<file path="src/logic/serial_port_pkg.sv">
`default_nettype none
package serial_port_pkg;

  // Register indices; byte address is four times the index
  localparam logic [5:0] IDX_FRAME_FORMAT = 6'h32;
  localparam logic [5:0] IDX_SLOT_XY = 6'h33;
  localparam logic [5:0] IDX_SLOT_ZT = 6'h34;
  localparam logic [5:0] IDX_STATUS = 6'h3F;

  localparam logic [7:0] RST_FRAME_FORMAT = 8'h00;
  localparam logic [7:0] RST_SLOT_XY = 8'h08;
  localparam logic [7:0] RST_SLOT_ZT = 8'h1A;

  // serial_frame_format fields
  localparam int WIDTH_LSB = 6;
  localparam int BCLK_INV_BIT = 5;
  localparam int FS_INV_BIT = 4;
  localparam int FS_STYLE_BIT = 3;
  localparam int FORMAT_LSB = 0;
  // serial_slot_assign_xy fields
  localparam int FILL_BIT = 7;
  localparam int HIZ_BIT = 6;
  localparam int SLOT_HI_LSB = 3;
  localparam int SLOT_LO_LSB = 0;
  // serial_slot_assign_zt fields
  localparam int PIN_SEL_BIT = 7;
  localparam int DUAL_BIT = 6;
  // status fields
  localparam int STAT_PEND_BIT = 0;
  localparam int STAT_PHASE_LSB = 1;
  localparam int STAT_FRAMES_LSB = 8;

  localparam logic [1:0] WCODE_16 = 2'h1;
  localparam logic [1:0] WCODE_24 = 2'h2;
  localparam logic [5:0] SLOT_BITS_32 = 6'h20;
  localparam logic [5:0] SLOT_BITS_16 = 6'h10;
  localparam logic [5:0] SLOT_BITS_24 = 6'h18;

  localparam logic [2:0] FMT_I2S = 3'h0;
  localparam logic [2:0] FMT_LJ = 3'h1;
  localparam logic [2:0] FMT_D8 = 3'h2;
  localparam logic [2:0] FMT_D12 = 3'h3;
  localparam logic [2:0] FMT_D16 = 3'h4;
  localparam logic [4:0] DLY_I2S = 5'h01;
  localparam logic [4:0] DLY_LJ = 5'h00;
  localparam logic [4:0] DLY_8 = 5'h08;
  localparam logic [4:0] DLY_12 = 5'h0C;
  localparam logic [4:0] DLY_16 = 5'h10;

  localparam int SAMPLE_W = 16;
  localparam int NUM_CH = 4;
  localparam logic [2:0] LAST_TDM_SLOT = 3'h7;

  typedef enum logic [1:0] {
    PH_WAIT = 2'b00,
    PH_DELAY = 2'b01,
    PH_DATA = 2'b11,
    PH_DONE = 2'b10
  } phase_t;

  // ch[0] X, ch[1] Y, ch[2] Z, ch[3] temperature
  typedef struct packed {
    logic [NUM_CH-1:0][SAMPLE_W-1:0] ch;
  } sample_t;

  typedef struct packed {
    logic psel;
    logic penable;
    logic pwrite;
    logic [7:0] paddr;
    logic [31:0] pwdata;
    logic [3:0] pstrb;
  } apb_req_t;

  typedef struct packed {
    logic pready;
    logic pslverr;
    logic [31:0] prdata;
  } apb_rsp_t;

  typedef struct packed {
    logic serial_out_a;
    logic serial_out_a_oe;
    logic serial_out_b;
    logic serial_out_b_oe;
  } serial_pins_t;

endpackage : serial_port_pkg
`default_nettype wire

</file>
<file path="src/logic/accel_audio_serial_port.sv">
// Functional notes
// Slot width code 00/01/10 gives 32/16/24 bit clocks per slot.
// Bit clock invert 0 uses bit clock as is, 1 inverts it.
// Frame sync invert 0 uses frame sync as is, 1 inverts it.
// Frame sync style 0: frame sync is a 50 percent stereo clock.
// Frame sync style 1: TDM, frame sync is one bit-clock pulse.
// Data format sets first-bit delay: 1, 0, 8, 12 or 16 bit clocks.
// Fill 0: fresh sample for one frame, then zeros until next sample.
// Fill 1: fresh sample for one frame, then repeat it until next.
// Hi-Z enable 1 lets idle serial data float; 0 always drives. Both pins float from reset until the first launch edge.
// Stereo: slot 0/1 is left/right; in dual mode 0/1 go on pin a, 2/3 on pin b.
// TDM: slot value 0 to 7 picks that TDM slot of the frame.
// X sample goes to its 3-bit slot field, reset value 0.
// Y sample goes to its 3-bit slot field, reset value 1.
// Z sample goes to its 3-bit slot field, reset value 2.
// Temperature sample goes to its 3-bit slot field, reset value 3.
// Pin select 0 streams on pin a, 1 streams on pin b.
// Dual mode: slots 0 and 1 on pin a, slots 2 and 3 on pin b.
// Dual stereo: channels assigned to slots 2 and 3 leave on the second data pin.
// Dual mode off: enabled channels leave on the one selected pin; stereo slots 2/3 are dropped.
// Reserved width and format codes fall back to 32 bits and delay 1.
// Samples go out MSB first, slot bits after the word are zero.
`timescale 1ns/100ps
`default_nettype none
module accel_audio_serial_port
  import serial_port_pkg::*;
(
  input wire logic pclk,
  input wire logic presetn,
  input wire apb_req_t apb_req,
  output apb_rsp_t apb_rsp,
  input wire logic bit_clock,
  input wire logic frame_sync,
  input wire logic sample_valid,
  input wire sample_t sample_in,
  output serial_pins_t pins
);

  typedef struct packed {
    logic [7:0] fmt_reg;
    logic [7:0] xy_reg;
    logic [7:0] zt_reg;
    logic bclk_s1;
    logic bclk_s2;
    logic bclk_s3;
    logic fs_s1;
    logic fs_s2;
    logic fs_last;
    phase_t phase;
    logic [4:0] dly;
    logic [4:0] bit_cnt;
    logic [2:0] slot;
    sample_t pend;
    logic pend_valid;
    sample_t frame;
    logic [7:0] frame_cnt;
    serial_pins_t pins;
    apb_rsp_t rsp;
  } state_t;

  state_t s_reg;
  state_t s_next;

  logic tdm;
  logic dual;
  logic [5:0] slot_bits;
  logic [4:0] delay;
  logic [NUM_CH-1:0][2:0] slot_field;
  logic [NUM_CH-1:0] ch_en;
  logic [NUM_CH-1:0] ch_pin_b;
  logic [NUM_CH-1:0][2:0] ch_slot;

  assign tdm = s_reg.fmt_reg[FS_STYLE_BIT];
  assign dual = s_reg.zt_reg[DUAL_BIT];
  assign slot_field[0] = s_reg.xy_reg[SLOT_LO_LSB +: 3];
  assign slot_field[1] = s_reg.xy_reg[SLOT_HI_LSB +: 3];
  assign slot_field[2] = s_reg.zt_reg[SLOT_LO_LSB +: 3];
  assign slot_field[3] = s_reg.zt_reg[SLOT_HI_LSB +: 3];

  always_comb
  begin
    unique case (s_reg.fmt_reg[WIDTH_LSB +: 2])
      WCODE_16: slot_bits = SLOT_BITS_16;
      WCODE_24: slot_bits = SLOT_BITS_24;
      default: slot_bits = SLOT_BITS_32;
    endcase
  end

  always_comb
  begin
    unique case (s_reg.fmt_reg[FORMAT_LSB +: 3])
      FMT_I2S: delay = DLY_I2S;
      FMT_LJ: delay = DLY_LJ;
      FMT_D8: delay = DLY_8;
      FMT_D12: delay = DLY_12;
      FMT_D16: delay = DLY_16;
      default: delay = DLY_I2S;
    endcase
  end

  // Per-channel pin and slot routing
  genvar c;
  generate
    for (c = 0; c < NUM_CH; c++)
    begin : g_route
      always_comb
      begin
        if (dual)
        begin
          if (tdm)
          begin
            ch_pin_b[c] = (slot_field[c][2:1] == 2'h1);
            ch_slot[c] = slot_field[c];
          end
          else
          begin
            ch_pin_b[c] = slot_field[c][1];
            ch_slot[c] = {2'h0, slot_field[c][0]};
          end
          ch_en[c] = 1'b1;
        end
        else
        begin
          ch_pin_b[c] = s_reg.zt_reg[PIN_SEL_BIT];
          // Without a second pin, stereo slots 2/3 have nowhere to go
          ch_en[c] = tdm | ~slot_field[c][1];
          ch_slot[c] = tdm ? slot_field[c]
                           : {2'h0, slot_field[c][0]};
        end
      end
    end
  endgenerate

  function automatic logic [31:0] read_reg(input logic [5:0] idx,
                                           input state_t st,
                                           output logic hit);
    logic [31:0] d;
    d = 32'h0000_0000;
    hit = 1'b1;
    unique case (idx)
      IDX_FRAME_FORMAT: d[7:0] = st.fmt_reg;
      IDX_SLOT_XY: d[7:0] = st.xy_reg;
      IDX_SLOT_ZT: d[7:0] = st.zt_reg;
      IDX_STATUS:
      begin
        d[STAT_PEND_BIT] = st.pend_valid;
        d[STAT_PHASE_LSB +: 2] = st.phase;
        d[STAT_FRAMES_LSB +: 8] = st.frame_cnt;
      end
      default: hit = 1'b0;
    endcase
    return d;
  endfunction : read_reg

  always_comb
  begin
    logic hit;
    logic [31:0] rdata;
    logic eff_now;
    logic eff_prev;
    logic fs_eff;
    logic start;
    logic left;
    logic own_a;
    logic own_b;
    logic bit_a;
    logic bit_b;
    logic dbit;
    phase_t ph;
    logic [4:0] dly;
    logic [4:0] bc;
    logic [2:0] sl;
    sample_t fr;
    hit = 1'b0;
    own_a = 1'b0;
    own_b = 1'b0;
    bit_a = 1'b0;
    bit_b = 1'b0;
    dbit = 1'b0;
    start = 1'b0;
    left = 1'b0;
    s_next = s_reg;

    // APB: one wait state, write lands on the edge that sees pready
    rdata = read_reg(apb_req.paddr[7:2], s_reg, hit);
    s_next.rsp.pready = 1'b0;
    if (apb_req.psel && apb_req.penable && !s_reg.rsp.pready)
    begin
      s_next.rsp.pready = 1'b1;
      s_next.rsp.pslverr = ~hit;
      s_next.rsp.prdata = apb_req.pwrite ? 32'h0000_0000 : rdata;
    end
    if (apb_req.psel && apb_req.penable && s_reg.rsp.pready &&
        apb_req.pwrite && apb_req.pstrb[0])
    begin
      unique case (apb_req.paddr[7:2])
        IDX_FRAME_FORMAT: s_next.fmt_reg = apb_req.pwdata[7:0];
        IDX_SLOT_XY: s_next.xy_reg = apb_req.pwdata[7:0];
        IDX_SLOT_ZT: s_next.zt_reg = apb_req.pwdata[7:0];
        default: s_next.fmt_reg = s_reg.fmt_reg;
      endcase
    end

    // Pins are asynchronous; only the second and third stages feed any logic
    s_next.bclk_s1 = bit_clock;
    s_next.bclk_s2 = s_reg.bclk_s1;
    s_next.bclk_s3 = s_reg.bclk_s2;
    s_next.fs_s1 = frame_sync;
    s_next.fs_s2 = s_reg.fs_s1;

    if (sample_valid)
    begin
      s_next.pend = sample_in;
      s_next.pend_valid = 1'b1;
    end

    eff_now = s_reg.bclk_s2 ^ s_reg.fmt_reg[BCLK_INV_BIT];
    eff_prev = s_reg.bclk_s3 ^ s_reg.fmt_reg[BCLK_INV_BIT];
    fs_eff = s_reg.fs_s2 ^ s_reg.fmt_reg[FS_INV_BIT];
    ph = s_reg.phase;
    dly = s_reg.dly;
    bc = s_reg.bit_cnt;
    sl = s_reg.slot;
    fr = s_reg.frame;

    // Launch on the falling edge so the host samples on the rising one
    if (eff_prev && !eff_now)
    begin
      s_next.fs_last = fs_eff;
      if (tdm)
      begin
        start = fs_eff & ~s_reg.fs_last;
        left = start;
      end
      else
      begin
        start = fs_eff ^ s_reg.fs_last;
        left = start & ~fs_eff;
      end
      if (start)
      begin
        dly = delay;
        bc = 5'h00;
        sl = left ? 3'h0 : 3'h1;
        ph = (delay == DLY_LJ) ? PH_DATA : PH_DELAY;
      end
      if (left)
      begin
        s_next.frame_cnt = s_reg.frame_cnt + 8'h01;
        if (s_reg.pend_valid)
        begin
          fr = s_reg.pend;
          // A sample arriving now is kept for the next frame
          s_next.pend_valid = sample_valid;
        end
        else if (!s_reg.xy_reg[FILL_BIT])
          fr = '0;
        // Fill 1 keeps the held frame unchanged
        s_next.frame = fr;
      end

      unique case (ph)
        PH_DELAY:
        begin
          dly = dly - 5'h01;
          if (dly == 5'h00)
            ph = PH_DATA;
        end
        PH_DATA:
        begin
          for (int k = 0; k < NUM_CH; k++)
          begin
            if (ch_en[k] && ch_slot[k] == sl)
            begin

              dbit = (bc < 5'(SAMPLE_W)) ?
                     fr.ch[k][4'(SAMPLE_W - 1) - bc[3:0]] : 1'b0;
              if (ch_pin_b[k])
              begin
                own_b = 1'b1;
                bit_b = bit_b | dbit;
              end
              else
              begin
                own_a = 1'b1;
                bit_a = bit_a | dbit;
              end
            end
          end
          if ({1'b0, bc} == slot_bits - 6'h01)
          begin
            bc = 5'h00;
            if (!tdm || sl == LAST_TDM_SLOT)
              ph = PH_DONE;
            else
              sl = sl + 3'h1;
          end
          else
            bc = bc + 5'h01;
        end
        default: ph = ph;
      endcase
      s_next.pins.serial_out_a = bit_a;
      s_next.pins.serial_out_b = bit_b;
      s_next.pins.serial_out_a_oe = own_a | ~s_reg.xy_reg[HIZ_BIT];
      s_next.pins.serial_out_b_oe = own_b | ~s_reg.xy_reg[HIZ_BIT];
    end
    s_next.phase = ph;
    s_next.dly = dly;
    s_next.bit_cnt = bc;
    s_next.slot = sl;
  end

  always_ff @(posedge pclk or negedge presetn)
  begin
    if (!presetn)
    begin
      s_reg <= '0;
      s_reg.fmt_reg <= RST_FRAME_FORMAT;
      s_reg.xy_reg <= RST_SLOT_XY;
      s_reg.zt_reg <= RST_SLOT_ZT;
    end
    else
      s_reg <= s_next;
  end

  assign apb_rsp = s_reg.rsp;
  assign pins = s_reg.pins;

endmodule : accel_audio_serial_port
`default_nettype wire

</file>
<file path="config.mk">
export PLATFORM = sky130hd
export DESIGN_NAME = accel_audio_serial_port
export DESIGN_NICKNAME = d
export VERILOG_FILES = /design/src/logic/serial_port_pkg.sv /design/src/logic/accel_audio_serial_port.sv
export SDC_FILE = /design/constraint.sdc
export NUM_CORES = 1
export LEC_CHECK = 0
export BUFFER_PORTS_ARGS = -buffer_cell sky130_fd_sc_hd__buf_2
export CORE_MARGIN = 2
export CORE_UTILIZATION = 35
export DETAILED_ROUTE_END_ITERATION = 10
export GPL_TIMING_DRIVEN = 0
export SLEW_MARGIN = 20
export SYNTH_ARGS = -nofsm -noshare
export SYNTH_HDL_FRONTEND = slang
export SYNTH_SLANG_ARGS = --single-unit
</file>
<file path="constraint.sdc">
create_clock -name pclk -period 9.7 [get_ports pclk]
set_clock_uncertainty 0.1 [all_clocks]
set_input_delay 0.485 -clock pclk [delete_from_list [all_inputs] [get_ports pclk]]
set_output_delay 0.485 -clock pclk [all_outputs]
set_load 0.02 [all_outputs]
</file>
After elaboration in Yosys (flattened, before gate mapping)
Index checks and enable logic that the tools add are counted.
{"block": "word_totals", "input_bits": 116, "output_inout_bits": 38, "reg_bits": 220, "elab_cells": 225}
{"block": "classes", "reduce_logical": 21, "muxes": 118, "eq_ne": 22, "n_addsub": 6, "bitwise": 26, "magnitude_cmp": 2}
{"operator": "64-bit 2-to-1 mux", "n": 4}
{"operator": "1-bit 2-to-1 mux", "n": 78}
{"operator": "77-bit 2-to-1 mux", "n": 1}
{"operator": "73-bit 2-to-1 mux", "n": 1}
{"operator": "5-bit 2-to-1 mux", "n": 7}
{"operator": "34-bit 2-to-1 mux", "n": 1}
{"operator": "3-bit 2-to-1 mux", "n": 9}
{"operator": "6-bit equality test, second input constant", "n": 4}
{"operator": "5-bit one-hot mux with 4 select lines", "n": 1}
{"operator": "1-bit binary-select mux with 4-bit select", "n": 4}
{"operator": "16-bit 2-to-1 mux", "n": 1}
{"operator": "5-bit one-hot mux with 3 select lines", "n": 1}
{"operator": "2-bit by 1-bit equality test with 1-bit output, second input constant", "n": 6}
{"operator": "3-bit equality test", "n": 4}
{"operator": "2-bit 2-to-1 mux", "n": 6}
{"operator": "1-bit bitwise OR", "n": 12}
{"operator": "3-bit one-hot mux with 4 select lines", "n": 1}
{"operator": "6-bit one-hot mux with 2 select lines", "n": 1}
{"operator": "1-bit logical AND", "n": 10}
{"operator": "5-bit logical NOT", "n": 2}
{"operator": "8-bit by 1-bit adder with 8-bit output, second input constant", "n": 1}
{"operator": "8-bit 2-to-1 mux", "n": 1}
{"operator": "1-bit inverter", "n": 8}
{"operator": "2-bit AND reduction", "n": 4}
{"operator": "18 further kinds", "n": 27}

Logic depth before layout (Yosys ltp)
{"block": "logic_depth", "word_depth": 29, "ltp_mapped": 15, "mapped_depth_nobuf": 13}

Worst setup path after synthesis
No wires, ideal clock.
{"block": "synth_path", "path_kind": "reg2reg", "from": "register s_reg[216] (netlist name)", "to": "register s_reg[176] (netlist name)", "required_ps": 9478, "path_slack_ps": 6600, "path_stages_with_launch": 15, "t_arrival_ps": 2879, "setup_ps": 122, "path_buffers": 2, "path_cell_list": "dfrtp_1 > xnor2_1 > inv_1 > ha_1 > nor2b_1 > buf_2 > o21ai_1 > inv_2 > buf_2 > ha_1 > and3_1 > nand3_1 > nor3_1 > o21ai_0 > a32o_1"}
{"block": "synth_via", "elab_chain_len": 13}
{"item": "start: declaration", "line_no": "accel_audio_serial_port.sv:61", "text": "state_t s_reg;"}
{"item": "start signal: assignment", "line_no": "accel_audio_serial_port.sv:324", "text": "s_reg <= s_next;"}
{"item": "1-bit XOR (*)", "line_no": "accel_audio_serial_port.sv:219", "text": "fs_eff = s_reg.fs_s2 ^ s_reg.fmt_reg[FS_INV_BIT];"}
{"item": "parallel branches: the longest is 11 deep, another holds 3-bit by 1-bit adder with 3-bit output"}
{"item": "3-bit 2-to-1 mux (*)", "line_no": "accel_audio_serial_port.sv:262", "text": "unique case (ph)"}
Every way passes the cells marked *. The select of a mux whose other input is x is not followed.
A chain may end at the register's enable or synchronous reset.

Worst setup path in the final report
Ends and elaborated chain as after synthesis.

==> metrics.yaml <==
outcome: "completed"
cp_slowest_stage_delay_ns: 0.43
synth_cells: 973
drt_iter0_drc: 873
wl_per_cell_um: 19.96
grt_overflow: 0
ant_nets: 0
cpMaxStageDelayCell: "nor3_1"
critPathCaptureType: "flip-flop"
vias: 8553
arrival_ns: 4.32
criticalPathCategory: "reg -> reg"
cts.hold.buffers_added: 3
nets: 1251
ir_drop_mv: 0.1218
relSlewSlack_pct: 29.84
place.port_buffers: 106
path_cells: "xnor2_1 -> inv_1 -> ha_1 -> nor2b_1 -> buf_2 -> o21ai_1 -> inv_2 -> buf_2 -> ha_1 -> and3_1 -> nand3_1 -> nor3_1 -> o21ai_0 -> a32o_1"
post_cts_buffers: 0
cts_tree: "built"
gr-usage-all-layers_pct: 19.51
ys_seq_elements: 204
rsz0062_at_grt: "no"
synth_area_leaders: "dfrtp_1, mux2_2, a22o_1"
worstMarginPinSlew_ns: 1.023
largest_reg_flops: 178
worst-path-stages: 14
cts-root-buf: "clkbuf_16"
p_per_area_nw_per_um2: 212.3
grt_start_max_net_pins: 97
firstDrtPassIters: 6
start_util_pct: 35.51
hold_violations: 0
cts_sinks: 204
grt_pass1_vias: 8373
synth.distinct_cells: 81
holdPathStages: 2
antenna_found_initial: 0
postSynthAreaPerCell_sq_um: 10.82
crit_path_start_kind: "flip-flop"
cts_max_path_buffers: 3
ys_warn_count: 0
fmax_mhz: 248.9
synth_edf_count: 0
chipWidth_um: 177.4
r2r_cells: 14
htreeDepth: 1
critPathBufInv: 4
route.detailed.drc: 0
hp-class: "in -> reg"
finalSetupTns_ns: 0
grt_pass1_wl_um: 48110
numCtsBuffers: 24
crit_fanout: 10
synth_top_area_share_pct: 47.55
final_cells: 1533
cp.required_ns: 10.00
gp_congestion: 0.9076
yosysSeqAreaShare_pct: 48.55
area_growth_pct: 19.03
coreArea_sq_um: 29640
async_flop_share_pct: 100.0
setup_viol: 0
post_drt_via_cell_ratio: 5.579
final.min_clock_period_ns: 4.017
cts_resized: 0
synthFlopType: "dfrtp_1"
clk_pin_slew_ns: 0.06
ios: 154
die-area_sq_um: 31470
maxSlewViolCount: 0
place_inst: 1486
p_leak_uw: 0.005635
netlist.top_cell.by_area: "dfrtp_1"
dpl.hpwl_um: 21950
clk_latency_ns: 0.51
path_delay_family: "simple AND/OR/NAND/NOR gates"
num_rows: 63
fin_crit_sh_pct: 41.42
fp.dieH_um: 177.4
drv_cap: 0
routed_wl_um: 30610
syn_area_sq_um: 10530
drive_gt1_share_pct: 27.50
power breakdown:
| part | internal [uW] | total (uW) | switching [uW] |
|---|---|---|---|
| Clock | 556 | 928 | 371 |
| Sequential | 980 | 1090 | 106 |
| Combinational | 270 | 645 | 376 |
Yosys cell counts (9+ instances only):
cell type and instances:
a211oi_1 12, a21oi_1 38, a221o_1 10, a221oi_1 21, a22o_1 81, a22oi_1 20, a31oi_1 18, buf_2 15
buf_4 40, clkbuf_1 44, dfrtp_1 200, ha_1 10, inv_1 14, mux2_2 88, mux2i_1 9, nand2_1 64
nand2b_1 10, nand3_1 24, nand4_1 13, nor2_1 40, nor2b_1 10, nor3_1 9, o21ai_0 33, xnor2_1 20
per-layer routing:
layer  up-vias  global-route usage [%]  wire length, um
li1       3933                       -                -
met1      4208                   27.00            13460
met2       348                   31.02            14140
met3        64                   3.342             2096
met4         0                   6.352              917
met5         -                       0                0
through the flow:
stage | hold WS [ns] | total power [uW] | setup WS [ns] | util [%] | area (sq um)
2_1_floorplan | 0.08941 | 1506 | 6.600 | - | 10580
6_report | 0.09671 | 2659 | 5.683 | 42.27 | 12530
4_1_cts | 0.08275 | 2668 | 5.754 | 42.26 | 12530
3_3_place_gp | 0.2383 | 1717 | 4.461 | 39.14 | 11600
5_1_grt | 0.08598 | 2784 | 5.371 | 42.26 | 12530
3_5_place_dp | 0.2404 | 1729 | 5.766 | 39.38 | 11670
final timing paths:
path	start	to	slack (ns)
min	sample_in[24]	s_reg[135]	0.1
max in group asynchronous	presetn	s_reg[49]	7.99
max	s_reg[216]	s_reg[176]	5.68
min reg2reg	s_next[191]	s_reg[191]	0.25
max reg2reg	s_reg[216]	s_reg[176]	5.68
min in group asynchronous	presetn	apb_rsp[11]	0.34
layout make-up:
cell class	instances	area (sq um)
sequential	204	5110
multi-input combinational	658	4813
tap	390	488.0
fill	2911	17110
antenna	1	2.502
inverter	16	60.06
clock inverter	13	140.1
clock buffer	30	684.4
buffer	110	604.3
timing repair buffer	111	625.6
cell usage in the layout, fill, tap and decap left out, types with 8 or more instances in the layout:
master,instances
nand2_1,64
a22o_1,81
ha_1,10
nand2b_1,10
buf_2,120
nand4_1,13
clkbuf_1,45
nor2b_1,10
nand3_1,24
a211oi_1,12
mux2i_1,9
buf_1,8
inv_1,14
conb_1,16
o21ai_0,33
dfrtp_1,200
a21oi_1,38
xnor2_1,20
a221o_1,10
buf_4,40
a31oi_1,18
nor3_1,9
a22oi_1,20
nor2_1,40
mux2_2,88
a221oi_1,21
clkbuf_16,25
kinds of logic after synthesis:
family | after synthesis | synth area share (%)
AO/OA/AOI/OAI | 301 | 21.43
AND/OR/NAND/NOR | 206 | 9.819
flip-flops | 204 | 48.55
buffers and inverters | 126 | 6.312
multiplexers | 98 | 10.41
XOR/XNOR | 27 | 2.247
adder cells (fa/ha/maj) | 10 | 1.189
other | 1 | 0.03563
Power figures use the tool's default switching activity.
